`src/common/pcd_regs.vh`:
```
`ifndef PCD_REGS_VH
`define PCD_REGS_VH
`define PCD_OFS_ADDR 8'h00
`define PCD_OFS_COUNT 8'h04
`define PCD_OFS_STAT 8'h08
`define PCD_OFS_MASK 8'h0c
`define PCD_IO_NORM 8'h00
`define PCD_IO_NORM_TC 8'h04
`define PCD_IO_VFY 8'h0c
`define PCD_IO_VFY_TC 8'h04
`define PCD_IO_VFY_BASE 8'hc0
`define PCD_CMD_DIS 2
`define PCD_MODE_DIR 2
`define PCD_MODE_DIR_W 2
`define PCD_STAT_TC 0
`define PCD_STAT_REQ 4
`define PCD_SYS_GEN 3
`define PCD_SYS_CHAN_LO 16
`define PCD_SYS_SLOT 19
`define PCD_DIR_WRITE 2'b01
`define PCD_DIR_READ 2'b10
`define PCD_SER_LEN 4'h8
`define PCD_CHAN_UNUSED 3'h4
`define PCD_PIN_AUDIO 2'b00
`define PCD_PIN_WIDE 2'b01
`define PCD_PIN_INACK 2'b10
`endif

```
`src/verilog/pcd_dma.v`:
```
`timescale 1ns/1ps
`include "pcd_regs.vh"
module pcd_dma #(
  parameter AW = 32,
  parameter BUF_DEPTH = 2
) (
  input wire sys_clk_i,
  input wire rstn_i,
  // socket dma control 0 and 1, system control
  input wire distributed_dma_enable_i,
  input wire [1:0] card_dma_request_pin_sel_i,
  input wire [15:0] distributed_dma_base_i,
  input wire distributed_dma_word_i,
  input wire [31:0] sys_ctrl_i,
  input wire sys_ctrl_we_i,
  input wire multifunction_pin_2_route_i,
  input wire multifunction_pin_5_route_i,
  // pci target i/o port
  input wire io_valid_i,
  input wire io_write_i,
  input wire [15:0] io_addr_i,
  input wire [3:0] io_be_i,
  input wire [31:0] io_wdata_i,
  output reg io_ack_o,
  output reg [31:0] io_rdata_o,
  output reg [31:0] sys_ctrl_o,
  // pci master port
  output reg pci_req_o,
  input wire pci_gnt_i,
  input wire pci_idle_i,
  output reg mem_valid_o,
  output reg mem_write_o,
  output reg [AW-1:0] mem_addr_o,
  output reg [15:0] mem_wdata_o,
  input wire mem_done_i,
  input wire [15:0] mem_rdata_i,
  // serial request/grant on multifunction pins
  output reg multifunction_pin_2_o,
  input wire multifunction_pin_5_i,
  // card side
  input wire card_audio_pin_i,
  input wire card_wide_io_pin_i,
  input wire card_input_ack_pin_i,
  input wire card_strobe_i,
  input wire [15:0] card_rdata_i,
  output reg card_dma_acknowledge_n_o,
  output reg card_oe_tc_o,
  output reg card_we_tc_o,
  output reg [15:0] card_wdata_o,
  output reg card_wvalid_o,
  input wire card_wready_i
);
  localparam S_IDLE = 3'd0;
  localparam S_COLLECT = 3'd1;
  localparam S_REQ = 3'd2;
  localparam S_BUS = 3'd3;
  localparam S_DONE = 3'd4;
  reg [2:0] state;
  reg [2:0] next_state;
  reg [31:0] base_addr;
  reg [31:0] cur_addr;
  reg [31:0] base_count;
  reg [31:0] cur_count;
  reg [7:0] command;
  reg [7:0] mode;
  reg mask;
  reg tc_flag;
  reg [15:0] hold_data;
  reg card_card_dma_request;
  // buffer between pci read data and card
  reg [15:0] buf_mem [0:BUF_DEPTH-1];
  reg [1:0] buf_cnt;
  reg buf_wp;
  reg buf_rp;
  wire buf_in_ready = (buf_cnt != BUF_DEPTH);
  wire buf_in_valid = (state == S_BUS) && mem_done_i && !mode[`PCD_MODE_DIR];
  wire buf_out_fire = card_wvalid_o && card_wready_i;
  // request pin mux from socket dma control 0
  always @*
  begin
    case (card_dma_request_pin_sel_i)
      `PCD_PIN_AUDIO: card_card_dma_request = card_audio_pin_i;
      `PCD_PIN_WIDE: card_card_dma_request = card_wide_io_pin_i;
      `PCD_PIN_INACK: card_card_dma_request = card_input_ack_pin_i;
      default: card_card_dma_request = 1'b0;
    endcase
  end
  wire central = sys_ctrl_o[`PCD_SYS_GEN] && sys_ctrl_o[`PCD_SYS_SLOT];
  wire [2:0] chan = sys_ctrl_o[`PCD_SYS_CHAN_LO+2:`PCD_SYS_CHAN_LO];
  wire chan_ok = chan != `PCD_CHAN_UNUSED;
  wire distributed_dma_on = distributed_dma_enable_i && !central && !mask && !command[`PCD_CMD_DIS];
  wire io_hit = io_valid_i && (io_addr_i[15:8] == distributed_dma_base_i[15:8]);
  wire [7:0] io_ofs = io_addr_i[7:0];
  wire master_clear = io_hit && io_write_i && io_ofs == `PCD_OFS_MASK && io_be_i[1];
  wire step = (state == S_BUS) && mem_done_i;
  wire last = (cur_count == 32'h0000_0000);
  wire card_to_mem = mode[`PCD_MODE_DIR];
  wire [31:0] stride = distributed_dma_word_i ? 32'h0000_0002 : 32'h0000_0001;
  // serial request shift state, central mode
  reg [3:0] ser_cnt;
  reg [7:0] ser_shift;
  reg granted;
  reg [3:0] gnt_cnt;
  // transfer state machine
  always @*
  begin
    next_state = state;
    case (state)
      S_IDLE:
        if (distributed_dma_on && card_card_dma_request && !tc_flag)
          next_state = card_to_mem ? S_COLLECT : S_REQ;
      S_COLLECT:
        if (card_strobe_i)
          next_state = S_REQ;
        else if (!card_card_dma_request)
          next_state = S_IDLE;
      S_REQ:
        if (pci_gnt_i && pci_idle_i && (card_to_mem || buf_in_ready))
          next_state = S_BUS;
      S_BUS:
        if (mem_done_i)
          next_state = last ? S_DONE : (card_card_dma_request ? (card_to_mem ? S_COLLECT : S_REQ) : S_IDLE);
      S_DONE:
        next_state = S_IDLE;
      default:
        next_state = S_IDLE;
    endcase
    if (master_clear && state != S_IDLE)
      next_state = S_DONE;
  end
  always @(posedge sys_clk_i)
  begin
    if (!rstn_i)
    begin
      state <= S_IDLE;
      pci_req_o <= 1'b0;
      mem_valid_o <= 1'b0;
      mem_write_o <= 1'b0;
      mem_addr_o <= {AW{1'b0}};
      mem_wdata_o <= 16'h0000;
      hold_data <= 16'h0000;
      card_dma_acknowledge_n_o <= 1'b1;
      card_oe_tc_o <= 1'b0;
      card_we_tc_o <= 1'b0;
    end
    else
    begin
      state <= next_state;
      if (state == S_COLLECT && card_strobe_i)
        hold_data <= distributed_dma_word_i ? card_rdata_i : {8'h00, card_rdata_i[7:0]};
      pci_req_o <= (next_state == S_REQ);
      mem_valid_o <= (next_state == S_BUS) && !mem_done_i;
      mem_write_o <= card_to_mem;
      mem_addr_o <= cur_addr[AW-1:0];
      mem_wdata_o <= hold_data;
      // demand mode acknowledge on attribute-select pin
      card_dma_acknowledge_n_o <= !(next_state != S_IDLE && next_state != S_DONE);
      // tc on oe for card-to-memory, we for memory-to-card
      card_oe_tc_o <= (next_state == S_DONE) && card_to_mem;
      card_we_tc_o <= (next_state == S_DONE) && !card_to_mem;
    end
  end
  // two-entry buffer; card stall back-pressures the bus request
  always @(posedge sys_clk_i)
  begin
    if (!rstn_i)
    begin
      buf_cnt <= 2'd0;
      buf_wp <= 1'b0;
      buf_rp <= 1'b0;
      card_wvalid_o <= 1'b0;
      card_wdata_o <= 16'h0000;
    end
    else
    begin
      if (buf_in_valid && buf_in_ready)
      begin
        buf_mem[buf_wp] <= distributed_dma_word_i ? mem_rdata_i : {8'h00, mem_rdata_i[7:0]};
        buf_wp <= ~buf_wp;
      end
      if ((!card_wvalid_o || buf_out_fire) && buf_cnt != 2'd0 && !(buf_out_fire && buf_cnt == 2'd1))
      begin
        card_wvalid_o <= 1'b1;
        card_wdata_o <= buf_mem[buf_rp];
        buf_rp <= ~buf_rp;
      end
      else if (buf_out_fire)
        card_wvalid_o <= 1'b0;
      buf_cnt <= buf_cnt + {1'b0, buf_in_valid && buf_in_ready}
        - {1'b0, (!card_wvalid_o || buf_out_fire) && buf_cnt != 2'd0
        && !(buf_out_fire && buf_cnt == 2'd1)};
    end
  end
  // distributed register writes; target stays live during transfers
  always @(posedge sys_clk_i)
  begin
    if (!rstn_i)
    begin
      base_addr <= 32'h0000_0000;
      cur_addr <= 32'h0000_0000;
      base_count <= 32'h0000_0000;
      cur_count <= 32'h0000_0000;
      command <= 8'h00;
      mode <= 8'h00;
      mask <= 1'b1;
      tc_flag <= 1'b0;
    end
    else
    begin
      if (step)
      begin
        cur_addr <= cur_addr + stride;
        cur_count <= cur_count - 32'h0000_0001;
      end
      if (io_hit && io_write_i && !central)
      begin
        case (io_ofs)
          `PCD_OFS_ADDR:
          begin
            // top byte is reserved: reads zero, writes ignored
            base_addr <= {8'h00, io_wdata_i[23:0]};
            cur_addr <= {8'h00, io_wdata_i[23:0]};
          end
          `PCD_OFS_COUNT:
          begin
            base_count <= {8'h00, io_wdata_i[23:0]};
            cur_count <= {8'h00, io_wdata_i[23:0]};
          end
          `PCD_OFS_STAT:
          begin
            if (io_be_i[0])
              command <= io_wdata_i[7:0];
            if (io_be_i[3])
              mode <= io_wdata_i[31:24];
          end
          `PCD_OFS_MASK:
          begin
            if (io_be_i[3])
              mask <= io_wdata_i[24];
          end
          default:
            mask <= mask;
        endcase
      end
      if (master_clear)
        mask <= 1'b1;
      // set wins over the read-to-clear
      if (next_state == S_DONE)
        tc_flag <= 1'b1;
      else if (io_hit && !io_write_i && io_ofs == `PCD_OFS_STAT)
        tc_flag <= 1'b0;
      else if (io_hit && io_write_i && io_ofs == `PCD_OFS_ADDR)
        tc_flag <= 1'b0;
    end
  end
  // target reads and central i/o cycles
  always @(posedge sys_clk_i)
  begin
    if (!rstn_i)
    begin
      io_ack_o <= 1'b0;
      io_rdata_o <= 32'h0000_0000;
    end
    else
    begin
      io_ack_o <= io_hit || (central && granted && io_valid_i);
      io_rdata_o <= 32'h0000_0000;
      if (central && granted && io_valid_i)
      begin
        if (io_ofs == `PCD_IO_NORM || io_ofs == `PCD_IO_NORM_TC)
          io_rdata_o <= {16'h0000, card_rdata_i};
        else if (!io_write_i && (io_ofs == `PCD_IO_VFY_BASE
          || io_ofs == (`PCD_IO_VFY_BASE | `PCD_IO_VFY_TC)))
          io_rdata_o <= 32'h0000_0000;
      end
      else if (io_hit && !io_write_i)
      begin
        case (io_ofs)
          `PCD_OFS_ADDR: io_rdata_o <= {8'h00, cur_addr[23:0]};
          `PCD_OFS_COUNT: io_rdata_o <= {8'h00, cur_count[23:0]};
          `PCD_OFS_STAT: io_rdata_o <= {24'h00_0000, 3'b000, card_card_dma_request, 3'b000, tc_flag};
          `PCD_OFS_MASK: io_rdata_o <= {7'h00, mask, 24'h00_0000};
          default: io_rdata_o <= 32'h0000_0000;
        endcase
      end
    end
  end
  // system control and central serial request/grant
  always @(posedge sys_clk_i)
  begin
    if (!rstn_i)
    begin
      sys_ctrl_o <= 32'h0000_0008;
      ser_cnt <= 4'h0;
      ser_shift <= 8'h00;
      granted <= 1'b0;
      gnt_cnt <= 4'h0;
      multifunction_pin_2_o <= 1'b1;
    end
    else
    begin
      if (sys_ctrl_we_i)
        sys_ctrl_o <= sys_ctrl_i;
      // start bit then one-cold channel frame (only the channel bit low), serialized
      if (ser_cnt != 4'h0)
      begin
        multifunction_pin_2_o <= !multifunction_pin_2_route_i || ser_shift[0];
        ser_shift <= {1'b1, ser_shift[7:1]};
        ser_cnt <= ser_cnt - 4'h1;
      end
      else if (central && chan_ok && card_card_dma_request && !granted && multifunction_pin_2_route_i)
      begin
        multifunction_pin_2_o <= 1'b0;
        ser_shift <= ~(8'h01 << chan);
        ser_cnt <= `PCD_SER_LEN;
      end
      else
        multifunction_pin_2_o <= 1'b1;
      // grant frame: low start bit then channel bits
      if (multifunction_pin_5_route_i && central && !multifunction_pin_5_i && gnt_cnt == 4'h0)
        gnt_cnt <= `PCD_SER_LEN;
      else if (gnt_cnt != 4'h0)
      begin
        gnt_cnt <= gnt_cnt - 4'h1;
        if ({1'b0, chan} == 4'h8 - gnt_cnt && !multifunction_pin_5_i)
          granted <= 1'b1;
      end
      if (!card_card_dma_request || !central || (io_valid_i && io_ofs[2]))
        granted <= 1'b0;
    end
  end
endmodule

```
`config.mk`:
```
export PLATFORM = sky130hd
export DESIGN_NAME = pcd_dma
export DESIGN_NICKNAME = d
export VERILOG_FILES = /design/src/verilog/pcd_dma.v
export VERILOG_INCLUDE_DIRS = /design/src /design/src/common
export SDC_FILE = /design/constraint.sdc
export NUM_CORES = 1
export LEC_CHECK = 0
export ABC_AREA = 1
export BUFFER_PORTS_ARGS = -buffer_cell sky130_fd_sc_hd__buf_4
export CORE_MARGIN = 2
export CORE_UTILIZATION = 40
export DETAILED_ROUTE_END_ITERATION = 6
export PLACE_DENSITY = 0.69
export SLEW_MARGIN = 5
export SYNTH_ARGS = -nofsm -noshare
export SYNTH_HDL_FRONTEND = slang
export SYNTH_SLANG_ARGS = --single-unit
```
`constraint.sdc`:
```
create_clock -name sys_clk_i -period 3.8 [get_ports sys_clk_i]
set_clock_uncertainty 0.1 [all_clocks]
set_input_delay 0.38 -clock sys_clk_i [delete_from_list [all_inputs] [get_ports sys_clk_i]]
set_output_delay 0.38 -clock sys_clk_i [all_outputs]
set_load 0.01 [all_outputs]
```
==> results of run 1 <==
-- cells by family after synthesis --
family                     after synthesis  synth area share
AOI/OAI and AO/OA                      216            0.0997
xor gates and xnor gates                42            0.0299
adders and majority gates                7           0.00773
buffers and inverters                  312             0.101
DFF                                    270             0.465
other                                    1          0.000305
and+or+nand+nor                        854             0.296
-- cell usage after synthesis, types with 4 or more instances --
master,number
sky130_fd_sc_hd__nand3_1,88
sky130_fd_sc_hd__nor2_2,5
sky130_fd_sc_hd__xnor2_1,9
sky130_fd_sc_hd__nor4_1,12
sky130_fd_sc_hd__inv_2,4
sky130_fd_sc_hd__nor2_1,254
sky130_fd_sc_hd__nand2_1,416
sky130_fd_sc_hd__a31oi_1,17
sky130_fd_sc_hd__buf_4,8
sky130_fd_sc_hd__buf_6,5
sky130_fd_sc_hd__nor3_2,4
sky130_fd_sc_hd__edfxtp_1,32
sky130_fd_sc_hd__xor2_1,33
sky130_fd_sc_hd__inv_1,234
sky130_fd_sc_hd__clkbuf_1,41
sky130_fd_sc_hd__buf_1,10
sky130_fd_sc_hd__ha_1,6
sky130_fd_sc_hd__a22oi_1,23
sky130_fd_sc_hd__buf_2,6
sky130_fd_sc_hd__nand2_2,7
sky130_fd_sc_hd__o32ai_1,7
sky130_fd_sc_hd__nand4_1,22
sky130_fd_sc_hd__nor3_1,19
sky130_fd_sc_hd__o21ai_1,10
sky130_fd_sc_hd__a21boi_0,7
sky130_fd_sc_hd__nor2_4,5
sky130_fd_sc_hd__a21oi_1,39
sky130_fd_sc_hd__o21ai_0,105
sky130_fd_sc_hd__dfxtp_1,238
sky130_fd_sc_hd__nand3b_1,6
-- state kept, by name (all words and copies together) (netlist names), 4 cells and up --
| name | flops |
|---|---|
| cur_count | 32 |
| card_wdata_o | 16 |
| ser_shift | 8 |
| gnt_cnt | 4 |
| io_rdata_o | 25 |
| ser_cnt | 4 |
| mem_wdata_o | 16 |
| hold_data | 16 |
| cur_addr | 32 |
| buf_mem | 32 |
| sys_ctrl_o | 32 |
| mem_addr_o | 32 |
-- path summary, 6_finish.rpt --
path / startpoint / end / slack, ns / cells past startpoint
max reg2reg: sys_ctrl_o[19] / io_rdata_o[4] / 1.23 / 5
min reg2reg: hold_data[13] / mem_wdata_o[13] / 0.32 / 2
max: sys_ctrl_o[19] / io_rdata_o[4] / 1.23 / 5
min: mem_rdata_i[12] / buf_mem[1][12] / 0.02 / 3
-- area by class of cell --
cell class / count / area (um2) / area share
flip-flops and latches: 270 / 5730 / 0.356
well taps: 396 / 495 / 0.0308
repair buffers: 334 / 2650 / 0.164
clock buffers: 39 / 773 / 0.0481
diodes: 3 / 7.51 / 0.000467
inverters: 241 / 905 / 0.0562
multi-input cells: 1126 / 5370 / 0.334
clock inverters: 15 / 168 / 0.0104
-- power groups by stage --
stage	Combinational, mW	Clock (mW)	Sequential [mW]
floorplan	0.628	0	3.24
global placement	1.06	0	3.23
detailed placement	1.09	0	3.24
CTS	1.14	2.84	3.18
global route	1.29	2.97	3.20
finish	1.14	2.79	3.18
-- worst max-delay path: cells and delay by family (launching register included) --
kind | cells | cell delay, ns
DFF | 1 | 0.33
and+or+nand+nor | 4 | 1.61
AOI/OAI and AO/OA | 1 | 0.43
-- through the flow --
step                power [mW]  worst slack (ns)  cells  hold WS, ns
floorplan                 3.87             0.690   1708        0.300
global placement          4.29             0.964   2312        0.310
detailed placement        4.33             0.963   2312        0.314
CTS                       7.17              1.20   2421      0.00212
global route              7.46             0.953   2422      0.00813
finish                    7.11              1.23   2424       0.0188
-- per-layer routing --
metal,global-route usage,vias up
li1,-,5977
met4,0.0836,0
met2,0.380,400
met3,0.0547,85
met1,0.258,5311
met5,0,-
==> qor.txt, run 1 <==
Status = finished clean
Most frequent standard cell in the layout excluding fill and tap cells = sky130_fd_sc_hd__nand2_1
Slew @ Worst Pin = 0.972 ns
Fraction of layout cells with a size suffix above 1 = 0.177
Total GRT Usage = 0.218
Count of H-tree levels built during CTS = 1
Post-Syn Area = 12300 um2
Post-route ant nets = 0
Std-Cell Core Area = 30400 um2
Metal-1 WL = 14700 um
Number of instances resized during post-cts repair = 0
Post-detailed-routing wire length = 36000 um
Cell area after layout = 16100 um2
Slowest stage cell on the critical path = sky130_fd_sc_hd__nand3_1
Crit path largest cell delay = 0.75 ns
CTS tree = built
Number of placement rows = 64
Routed wire length per instance = 14.8 um
Slew HR = 0.350
Highest achievable clock rate = 0.388 GHz
Number of synthesized register bits = 270
Portion of the clock cycle consumed by the worst path in the final layout = 0.678
Capturing element type of the critical path = register
# setup viols final = 0
Internal power = 5.18 mW
Post-synthesis area per instance = 7.23 um2
Pin count of the biggest net entering global routing = 44
Required arrival time at the worst endpoint = 4.14 ns
Number of pins with negative max-slew slack in the final report = 0
Synthesis-to-layout area growth = 30.7%
Total vias in the final route = 11.8k
Arrival time at the worst endpoint = 2.92 ns
Number of endpoints with negative hold slack in the final report = 0
Congestion Overflow GR = 0
Distinct cell type count after synthesis = 52
Number of I/O pins = 289
Number of buffers on the longest clock path = 3
Total power density per cell area = 442 nW/um2
Commonest non-fill, non-tap cells in the layout = 416 x sky130_fd_sc_hd__nand2_1, 279 x sky130_fd_sc_hd__buf_4, 253 x sky130_fd_sc_hd__nor2_1
Length of the first detailed-routing pass in iterations = 5
Final weighted congestion of routability-driven global placement = 0.880
Die outline width = 179 um
Share of the yosys chip area belonging to registers = 0.465
Placed inst area = 14600 um2
Count of buffers added by post-CTS timing repair for setup = 0
Global-route wire length before repair = 58300 um
Number of global-route vias before repair = 11.6k
Unrepaired setup endpoints after global routing = no
Post-synth EDFFs = 32
Max-Cap Viols = 0
Final core area utilization = 0.529
Proportion of synthesized flip-flops having asynchronous set or reset = 0
Switching share of power = 0.271
Worst voltage drop across the vdd grid = 0.423 mV
DRC = 0
Highest routed layer = met4
Routed wl met2 = 17100 um
Min cycle time layout = 2.57 ns
Detailed Place HPWL = 26600 um
Critical path type = register to register
Leakage Power = 8.02 nW
Number of CTS-inserted buffers = 29
Yosys Warn Count = 0
Ordered list of cells on the worst path = nand2_1 > nor3_1 > nor4_1 > nand3_1 > o21ai_0
Cell at the root of the clock tree = sky130_fd_sc_hd__clkbuf_16
Height of the die = 179 um
Part of the total power dissipated in the clock network = 0.392
Dominant cell type by area after synthesis = sky130_fd_sc_hd__dfxtp_1
Initial antenna violation count = 3
Sink count of the clock tree = 270
Proportion of power drawn by flip-flops and latches = 0.448
DIE AREA = 32200 um2
Top cells by area, synth = sky130_fd_sc_hd__dfxtp_1 39%, sky130_fd_sc_hd__nand2_1 13%, sky130_fd_sc_hd__edfxtp_1 7.8%, sky130_fd_sc_hd__nor2_1 7.7%, sky130_fd_sc_hd__inv_1 7.1%
Post-CTS Hold Buffers = 55
Clock latency at the later pin of the worst-skew pair = 0.55 ns
Area share of the largest cell type after synthesis = 0.387
P_sw = 1.92 mW
Clock-pin slew reported for the worst setup and hold paths after clock tree synthesis = 0.06 ns
Critical path launch point type = register
Post-DR vias/cell = 4.86
Starting utilization of the core area = 0.405
Ys flop type = sky130_fd_sc_hd__dfxtp_1
Port-buffer cells = 266
Combinational power share = 0.160
Layout filler cell count = 2908
Worst hold path type = input pin to register
Count of routing violations after the opening detailed-route iteration = 667
Summed negative setup slack over all endpoints = 0 ns
Instance count of the mapped netlist = 1702
Critical path peak fanout = 23
Number of nets in the final layout = 2161
Length of routed met3 wiring = 2760 um
Note: power is estimated with default switching activity, not from simulation.
==> inputs of run 2 (changes only) <==
==> constraint.sdc (replaced) <==
create_clock -name sys_clk_i -period 2.4 [get_ports sys_clk_i]
set_clock_uncertainty 0.1 [all_clocks]
set_input_delay 0.24 -clock sys_clk_i [delete_from_list [all_inputs] [get_ports sys_clk_i]]
set_output_delay 0.24 -clock sys_clk_i [all_outputs]
set_load 0.01 [all_outputs]
==> qor.txt, run 2 (synthesis gave the netlist of run 1 again) <==
Status = finished clean
Number of placement rows = 64 (unchanged)
Capturing element type of the critical path = register
Max-Cap Viols = 0 (unchanged)
Total GRT Usage = 0.224 (+0.00573)
Portion of the clock cycle consumed by the worst path in the final layout = 0.913 (+0.235)
Total power of the final layout = 11.8 mW (+66%)
Std-Cell Core Area = 30400 um2 (unchanged)
Number of buffers on the longest clock path = 3 (unchanged)
Ordered list of cells on the worst path = ha_1 > inv_1 > fa_1 > nor2_1 > nand3_1 > nor2_2 > nand2_2 > nor2_2 > nand2_1 > or2_0 > a21oi_1
Slew HR = 0.538 (+0.188)
Number of I/O pins = 289 (unchanged)
Worst hold path type = input pin to register
Number of nets in the final layout = 2241 (+3.7%)
Routed wire length per instance = 14.9 um (about the same)
Count of routing violations after the opening detailed-route iteration = 742 (+11%)
Commonest non-fill, non-tap cells in the layout = 415 x sky130_fd_sc_hd__nand2_1, 301 x sky130_fd_sc_hd__buf_4, 252 x sky130_fd_sc_hd__nor2_1
Arrival time at the worst endpoint = 2.57 ns (-0.35 ns)
Most frequent standard cell in the layout excluding fill and tap cells = sky130_fd_sc_hd__nand2_1
Post-route ant nets = 0 (unchanged)
Starting utilization of the core area = 0.405 (unchanged)
Number of endpoints with negative hold slack in the final report = 0 (unchanged)
Synthesis-to-layout area growth = 37.9%
Final core area utilization = 0.558 (+0.0291)
Final weighted congestion of routability-driven global placement = 0.903 (+2.7%)
Congestion Overflow GR = 0 (unchanged)
# setup viols final = 0 (unchanged)
Min cycle time layout = 2.19 ns (-0.384 ns)
Number of pins with negative max-slew slack in the final report = 0 (unchanged)
Post-detailed-routing wire length = 37200 um (+3.4%)
Highest achievable clock rate = 0.456 GHz (+18%)
Die outline width = 179 um (unchanged)
Total power density per cell area = 695 nW/um2 (+57%)
Global-route wire length before repair = 60000 um (+2.9%)
Number of global-route vias before repair = 12.1k (+4.8%)
Worst voltage drop across the vdd grid = 0.505 mV (+19%)
Critical path launch point type = register
Initial antenna violation count = 2 (-1)
Pin count of the biggest net entering global routing = 71 (+61%)
Unrepaired setup endpoints after global routing = no
Slew @ Worst Pin = 0.692 ns (-0.280 ns)
Count of H-tree levels built during CTS = 1 (unchanged)
Sink count of the clock tree = 270 (unchanged)
Cell at the root of the clock tree = sky130_fd_sc_hd__clkbuf_16
Crit path largest cell delay = 0.40 ns (-0.35 ns)
Clock latency at the later pin of the worst-skew pair = 0.56 ns (about the same)
Clock-pin slew reported for the worst setup and hold paths after clock tree synthesis = 0.06 ns (about the same)
Post-DR vias/cell = 4.90 (+0.81%)
DIE AREA = 32200 um2 (unchanged)
Detailed Place HPWL = 27000 um (+1.5%)
Length of the first detailed-routing pass in iterations = 6 (+1)
Most numerous cell on the critical path = sky130_fd_sc_hd__nor2_2
Leakage Power = 8.44 nW (+5.2%)
Number of CTS-inserted buffers = 30 (+3.4%)
Slowest stage cell on the critical path = sky130_fd_sc_hd__fa_1
Total vias in the final route = 12.3k (+4.1%)
Critical path peak fanout = 3 (-87%)
DRC = 0 (unchanged)
CTS tree = built
Fraction of layout cells with a size suffix above 1 = 0.187 (+0.00980)
Height of the die = 179 um (unchanged)
Required arrival time at the worst endpoint = 2.78 ns (-1.36 ns)
Critical path type = register to register
Port-buffer cells = 266 (unchanged)
## run 2: final cells by class
type,instances,area (um2)
inverter,241,905
clock inverter,17,225
timing repair buffer,413,3410
clock buffer,39,825
antenna,2,5.00
tap,396,495
fill,2784,13500
sequential,270,5730
multi-input combinational,1126,5380
## run 2: final timing paths
path,from,end,slack (ns),cells after the start
hold reg to reg,hold_data[13],mem_wdata_o[13],0.32,2
setup / recovery,cur_addr[0],cur_addr[28],0.21,11
setup reg to reg,cur_addr[0],cur_addr[28],0.21,11
hold / removal,multifunction_pin_5_i,gnt_cnt[0],0.03,5
## run 2: repair_timing
item | in CTS | in global routing
endpoints found under the setup margin | 0 | 2
setup buffers | 0 | 1
endpoints found under the hold margin | 152 | 0
gates resized for setup | 0 | 2
hold buffers | 109 | 0
## run 2: through the flow
step	hold slack (ns)	setup WS, ns	cells	cell area [um2]	setup TNS (ns)
floorplan	0.239	0.0381	1708	12300	0
global placement	0.311	0.0550	2336	14800	0
detailed placement	0.315	-0.0247	2336	14800	-0.0247
CTS	0.00198	0.113	2501	17000	0
global route	0.0467	0.0167	2502	17000	0
finish	0.0337	0.209	2504	17000	0
## run 2: per-layer routing
metal / GRT usage / up-vias / wire length (um)
met3: 0.0519 / 120 / 3130
met4: 0.106 / 0 / 1820
met5: 0 / - / 0
met2: 0.393 / 480 / 17700
met1: 0.257 / 5526 / 14500
li1: - / 6134 / -
## run 2: power by group
group	total [mW]	leakage (nW)	internal [mW]	switching, mW
logic	1.98	5.70	0.869	1.11
registers	5.00	2.22	4.85	0.153
clock network	4.82	0.515	2.95	1.87
## run 2: critical path, delay by kind of cell, from the launching register on
kind,cells,cell delay (ns)
compound gates,1,0.12
fa+ha+maj,2,0.56
simple gates,7,0.97
flops,1,0.33
buf+inv,1,0.05
==> inputs of run 3 (changes only) <==
--- a/config.mk
+++ b/config.mk
@@ -11,7 +11,7 @@
 export CORE_MARGIN = 2
 export CORE_UTILIZATION = 40
 export DETAILED_ROUTE_END_ITERATION = 6
-export PLACE_DENSITY = 0.69
+export PLACE_DENSITY = 0.71
 export SLEW_MARGIN = 5
 export SYNTH_ARGS = -nofsm -noshare
 export SYNTH_HDL_FRONTEND = slang
==> qor.txt, run 3 (synthesis gave the netlist of run 1 again) <==
Detailed Place HPWL = 27000 um (about the same)
Worst Hold Launch = io_addr_i[1]
Congestion Overflow GR = 0 (unchanged)
Post-DR vias/cell = 4.89 (-0.15%)
Hold Path Cell Cnt = 6 (+1)
Part of the total power dissipated in the clock network = 0.408 (about the same)
Pin count of the biggest net entering global routing = 89 (+25%)
DIE AREA = 32200 um2 (unchanged)
Worst r2r src = cur_addr[0]
Cell at the root of the clock tree = sky130_fd_sc_hd__clkbuf_16
Sink count of the clock tree = 270 (unchanged)
Worst Path Buf+Inv = 5 (+4)
Status = finished clean
Critical path peak fanout = 20 (+17)
Global-route wire length before repair = 60000 um (about the same)
Worst voltage drop across the vdd grid = 0.651 mV (+29%)
Number of endpoints with negative hold slack in the final report = 0 (unchanged)
Cell type group with the largest total delay on the critical path = buffers and inverters
Switching share of power = 0.266 (+0.000755)
Number of placement rows = 64 (unchanged)
Required arrival time at the worst endpoint = 2.72 ns (-0.06 ns)
Count of routing violations after the opening detailed-route iteration = 890 (+20%)
Height of the die = 179 um (unchanged)
Std-Cell Core Area = 30400 um2 (unchanged)
Reg-to-reg slack, setup = 0.18 ns (-0.03 ns)
Initial antenna violation count = 2 (unchanged)
Final core area utilization = 0.555 (-0.00238)
Length of the first detailed-routing pass in iterations = 5 (-1)
Storage cell area = 5730 um2 (unchanged)
Reg-to-reg endpoint = cur_addr[28]
Number of buffers on the longest clock path = 3 (unchanged)
Fraction of layout cells with a size suffix above 1 = 0.186 (-0.00102)
Area used by multi-input combinational logic = 5390 um2 (+0.19%)
Total vias in the final route = 12.2k (-0.51%)
Capturing element type of the critical path = register
Highest achievable clock rate = 0.438 GHz (-3.9%)
Leakage Power = 8.40 nW (-0.48%)
Number of nets in the final layout = 2233 (-0.36%)
Slew @ Worst Pin = 0.664 ns (-0.0282 ns)
Cells on worst reg2reg path = 11 (unchanged)
Commonest non-fill, non-tap cells in the layout = 415 x sky130_fd_sc_hd__nand2_1, 298 x sky130_fd_sc_hd__buf_4, 252 x sky130_fd_sc_hd__nor2_1
Post-route ant nets = 0 (unchanged)
Number of CTS-inserted buffers = 29 (-3.3%)
Combinational power share = 0.168 (about the same)
P_sw = 3.14 mW (+0.37%)
Port-buffer cells = 266 (unchanged)
Arrival time at the worst endpoint = 2.60 ns (+0.03 ns)
Worst slack at placement = -0.00600 ns (+0.0187 ns)
Summed negative setup slack over all endpoints = 0 ns (unchanged)
Synthesis-to-layout area growth = 37.3%
# setup viols final = 0 (unchanged)
Slowest stage cell on the critical path = sky130_fd_sc_hd__dlygate4sd3_1
Clock latency at the later pin of the worst-skew pair = 0.57 ns (about the same)
DRC = 0 (unchanged)
Total GRT Usage = 0.225 (+0.00106)
Unrepaired setup endpoints after global routing = no
Cell area after layout = 16900 um2 (-0.43%)
Post-detailed-routing wire length = 37500 um (+0.75%)
Internal power = 8.67 mW (about the same)
Worst Hold Endpoint = io_rdata_o[24]
Number of pins with negative max-slew slack in the final report = 0 (unchanged)
Layout filler cell count = 2771 (-0.47%)
Placed inst area = 14800 um2 (-0.37%)
Critical path type = input pin to register
Total power density per cell area = 699 nW/um2 (+0.51%)
Slew HR = 0.557 (+0.0188)
Max-Cap Viols = 0 (unchanged)
Final weighted congestion of routability-driven global placement = 0.921 (+1.9%)
Total power of the final layout = 11.8 mW (about the same)
Portion of the clock cycle consumed by the worst path in the final layout = 0.950 (+0.0373)
Proportion of power drawn by flip-flops and latches = 0.424 (about the same)
Ordered list of cells on the worst path = dlygate4sd3_1 > buf_4 > inv_1 > buf_4 > a21oi_1 > nand2_1 > a21oi_1 > dlygate4sd3_1
Final WS setup = 0.119 ns (-0.0896 ns)
Starting utilization of the core area = 0.405 (unchanged)
Worst hold path type = input pin to register
Routed wire length per instance = 15.0 um (+1.1%)
Number of I/O pins = 289 (unchanged)
Crit path largest cell delay = 0.55 ns (+0.15 ns)
Count of H-tree levels built during CTS = 1 (unchanged)
Most frequent standard cell in the layout excluding fill and tap cells = sky130_fd_sc_hd__nand2_1
Die outline width = 179 um (unchanged)
Clock-pin slew reported for the worst setup and hold paths after clock tree synthesis = 0.06 ns (about the same)
Number of global-route vias before repair = 11.9k (-1.7%)
Critical path launch point type = input pin
CTS tree = built
Min cycle time layout = 2.28 ns (+0.0896 ns)
## run 3: cell count changes in the layout (fill, tap and decap cells not counted), moves of 2 or more
cell                            change
sky130_fd_sc_hd__buf_4              -3
sky130_fd_sc_hd__inv_6              +2
sky130_fd_sc_hd__clkbuf_8           -3
sky130_fd_sc_hd__clkbuf_1           -2
sky130_fd_sc_hd__clkinv_4           +2
sky130_fd_sc_hd__dlygate4sd3_1      -3
## run 3: per-stage QoR
step / std cells / hold slack, ns
floorplan: 1708 / 0.239
global placement: 2332 / 0.313
detailed placement: 2332 / 0.316
CTS: 2491 / 0.00210
global route: 2493 / 0.0379
finish: 2495 / 0.0253
## run 3: worst max path at each step
stage,start,to,slack [ns],cells past startpoint
2_1_floorplan,state[0],buf_mem[1][0],0.04,7
3_3_place_gp,distributed_dma_word_i,cur_addr[28],0.05,13
3_5_place_dp,distributed_dma_word_i,cur_addr[28],-0.006,13
4_1_cts,sys_ctrl_o[19],io_rdata_o[0],0.02,7
5_1_grt,io_addr_i[0],io_rdata_o[0],0.007,11
6_report,rstn_i,granted,0.12,8
## run 3: final cells by class
| cell class | instances | share of cell area |
|---|---|---|
| clock inverter | 19 | 0.0155 |
| clock buffer | 34 | 0.0459 |
| tap | 396 | 0.0293 |
| timing repair buffer | 406 | 0.198 |
| sequential | 270 | 0.339 |
| antenna | 3 | 0.000444 |
| inverter | 241 | 0.0535 |
| multi-input combinational | 1126 | 0.319 |
## run 3: layer usage
layer,track usage,up-vias,part of all wire
met2,0.394,473,0.47
met5,0,-,0
met3,0.0579,99,0.086
li1,-,6107,-
met4,0.0842,0,0.039
met1,0.265,5519,0.40
## run 3: power groups by stage
stage / logic (mW) / registers (mW) / clock network, mW
6_report: 1.99 / 5.01 / 4.82
2_1_floorplan: 0.995 / 5.14 / 0
3_3_place_gp: 1.76 / 5.08 / 0
3_5_place_dp: 1.82 / 5.09 / 0
4_1_cts: 1.97 / 5.00 / 4.89
5_1_grt: 2.22 / 5.04 / 5.10
## run 3: worst min-delay path: stages
cell and delay [ns]:
sky130_fd_sc_hd__buf_4 0.09, sky130_fd_sc_hd__nor2_2 0.05, sky130_fd_sc_hd__nand2_1 0.07, sky130_fd_sc_hd__nor2_1 0.06, sky130_fd_sc_hd__inv_1 0.06, sky130_fd_sc_hd__nor4b_1 0.05
## run 3: repair_timing
item,4_1_cts,5_1_grt
setup endpoints to repair,0,3
buffers inserted,0,1
endpoints found under the hold margin,155,0
hold buffers,106,0
resized for setup,0,7
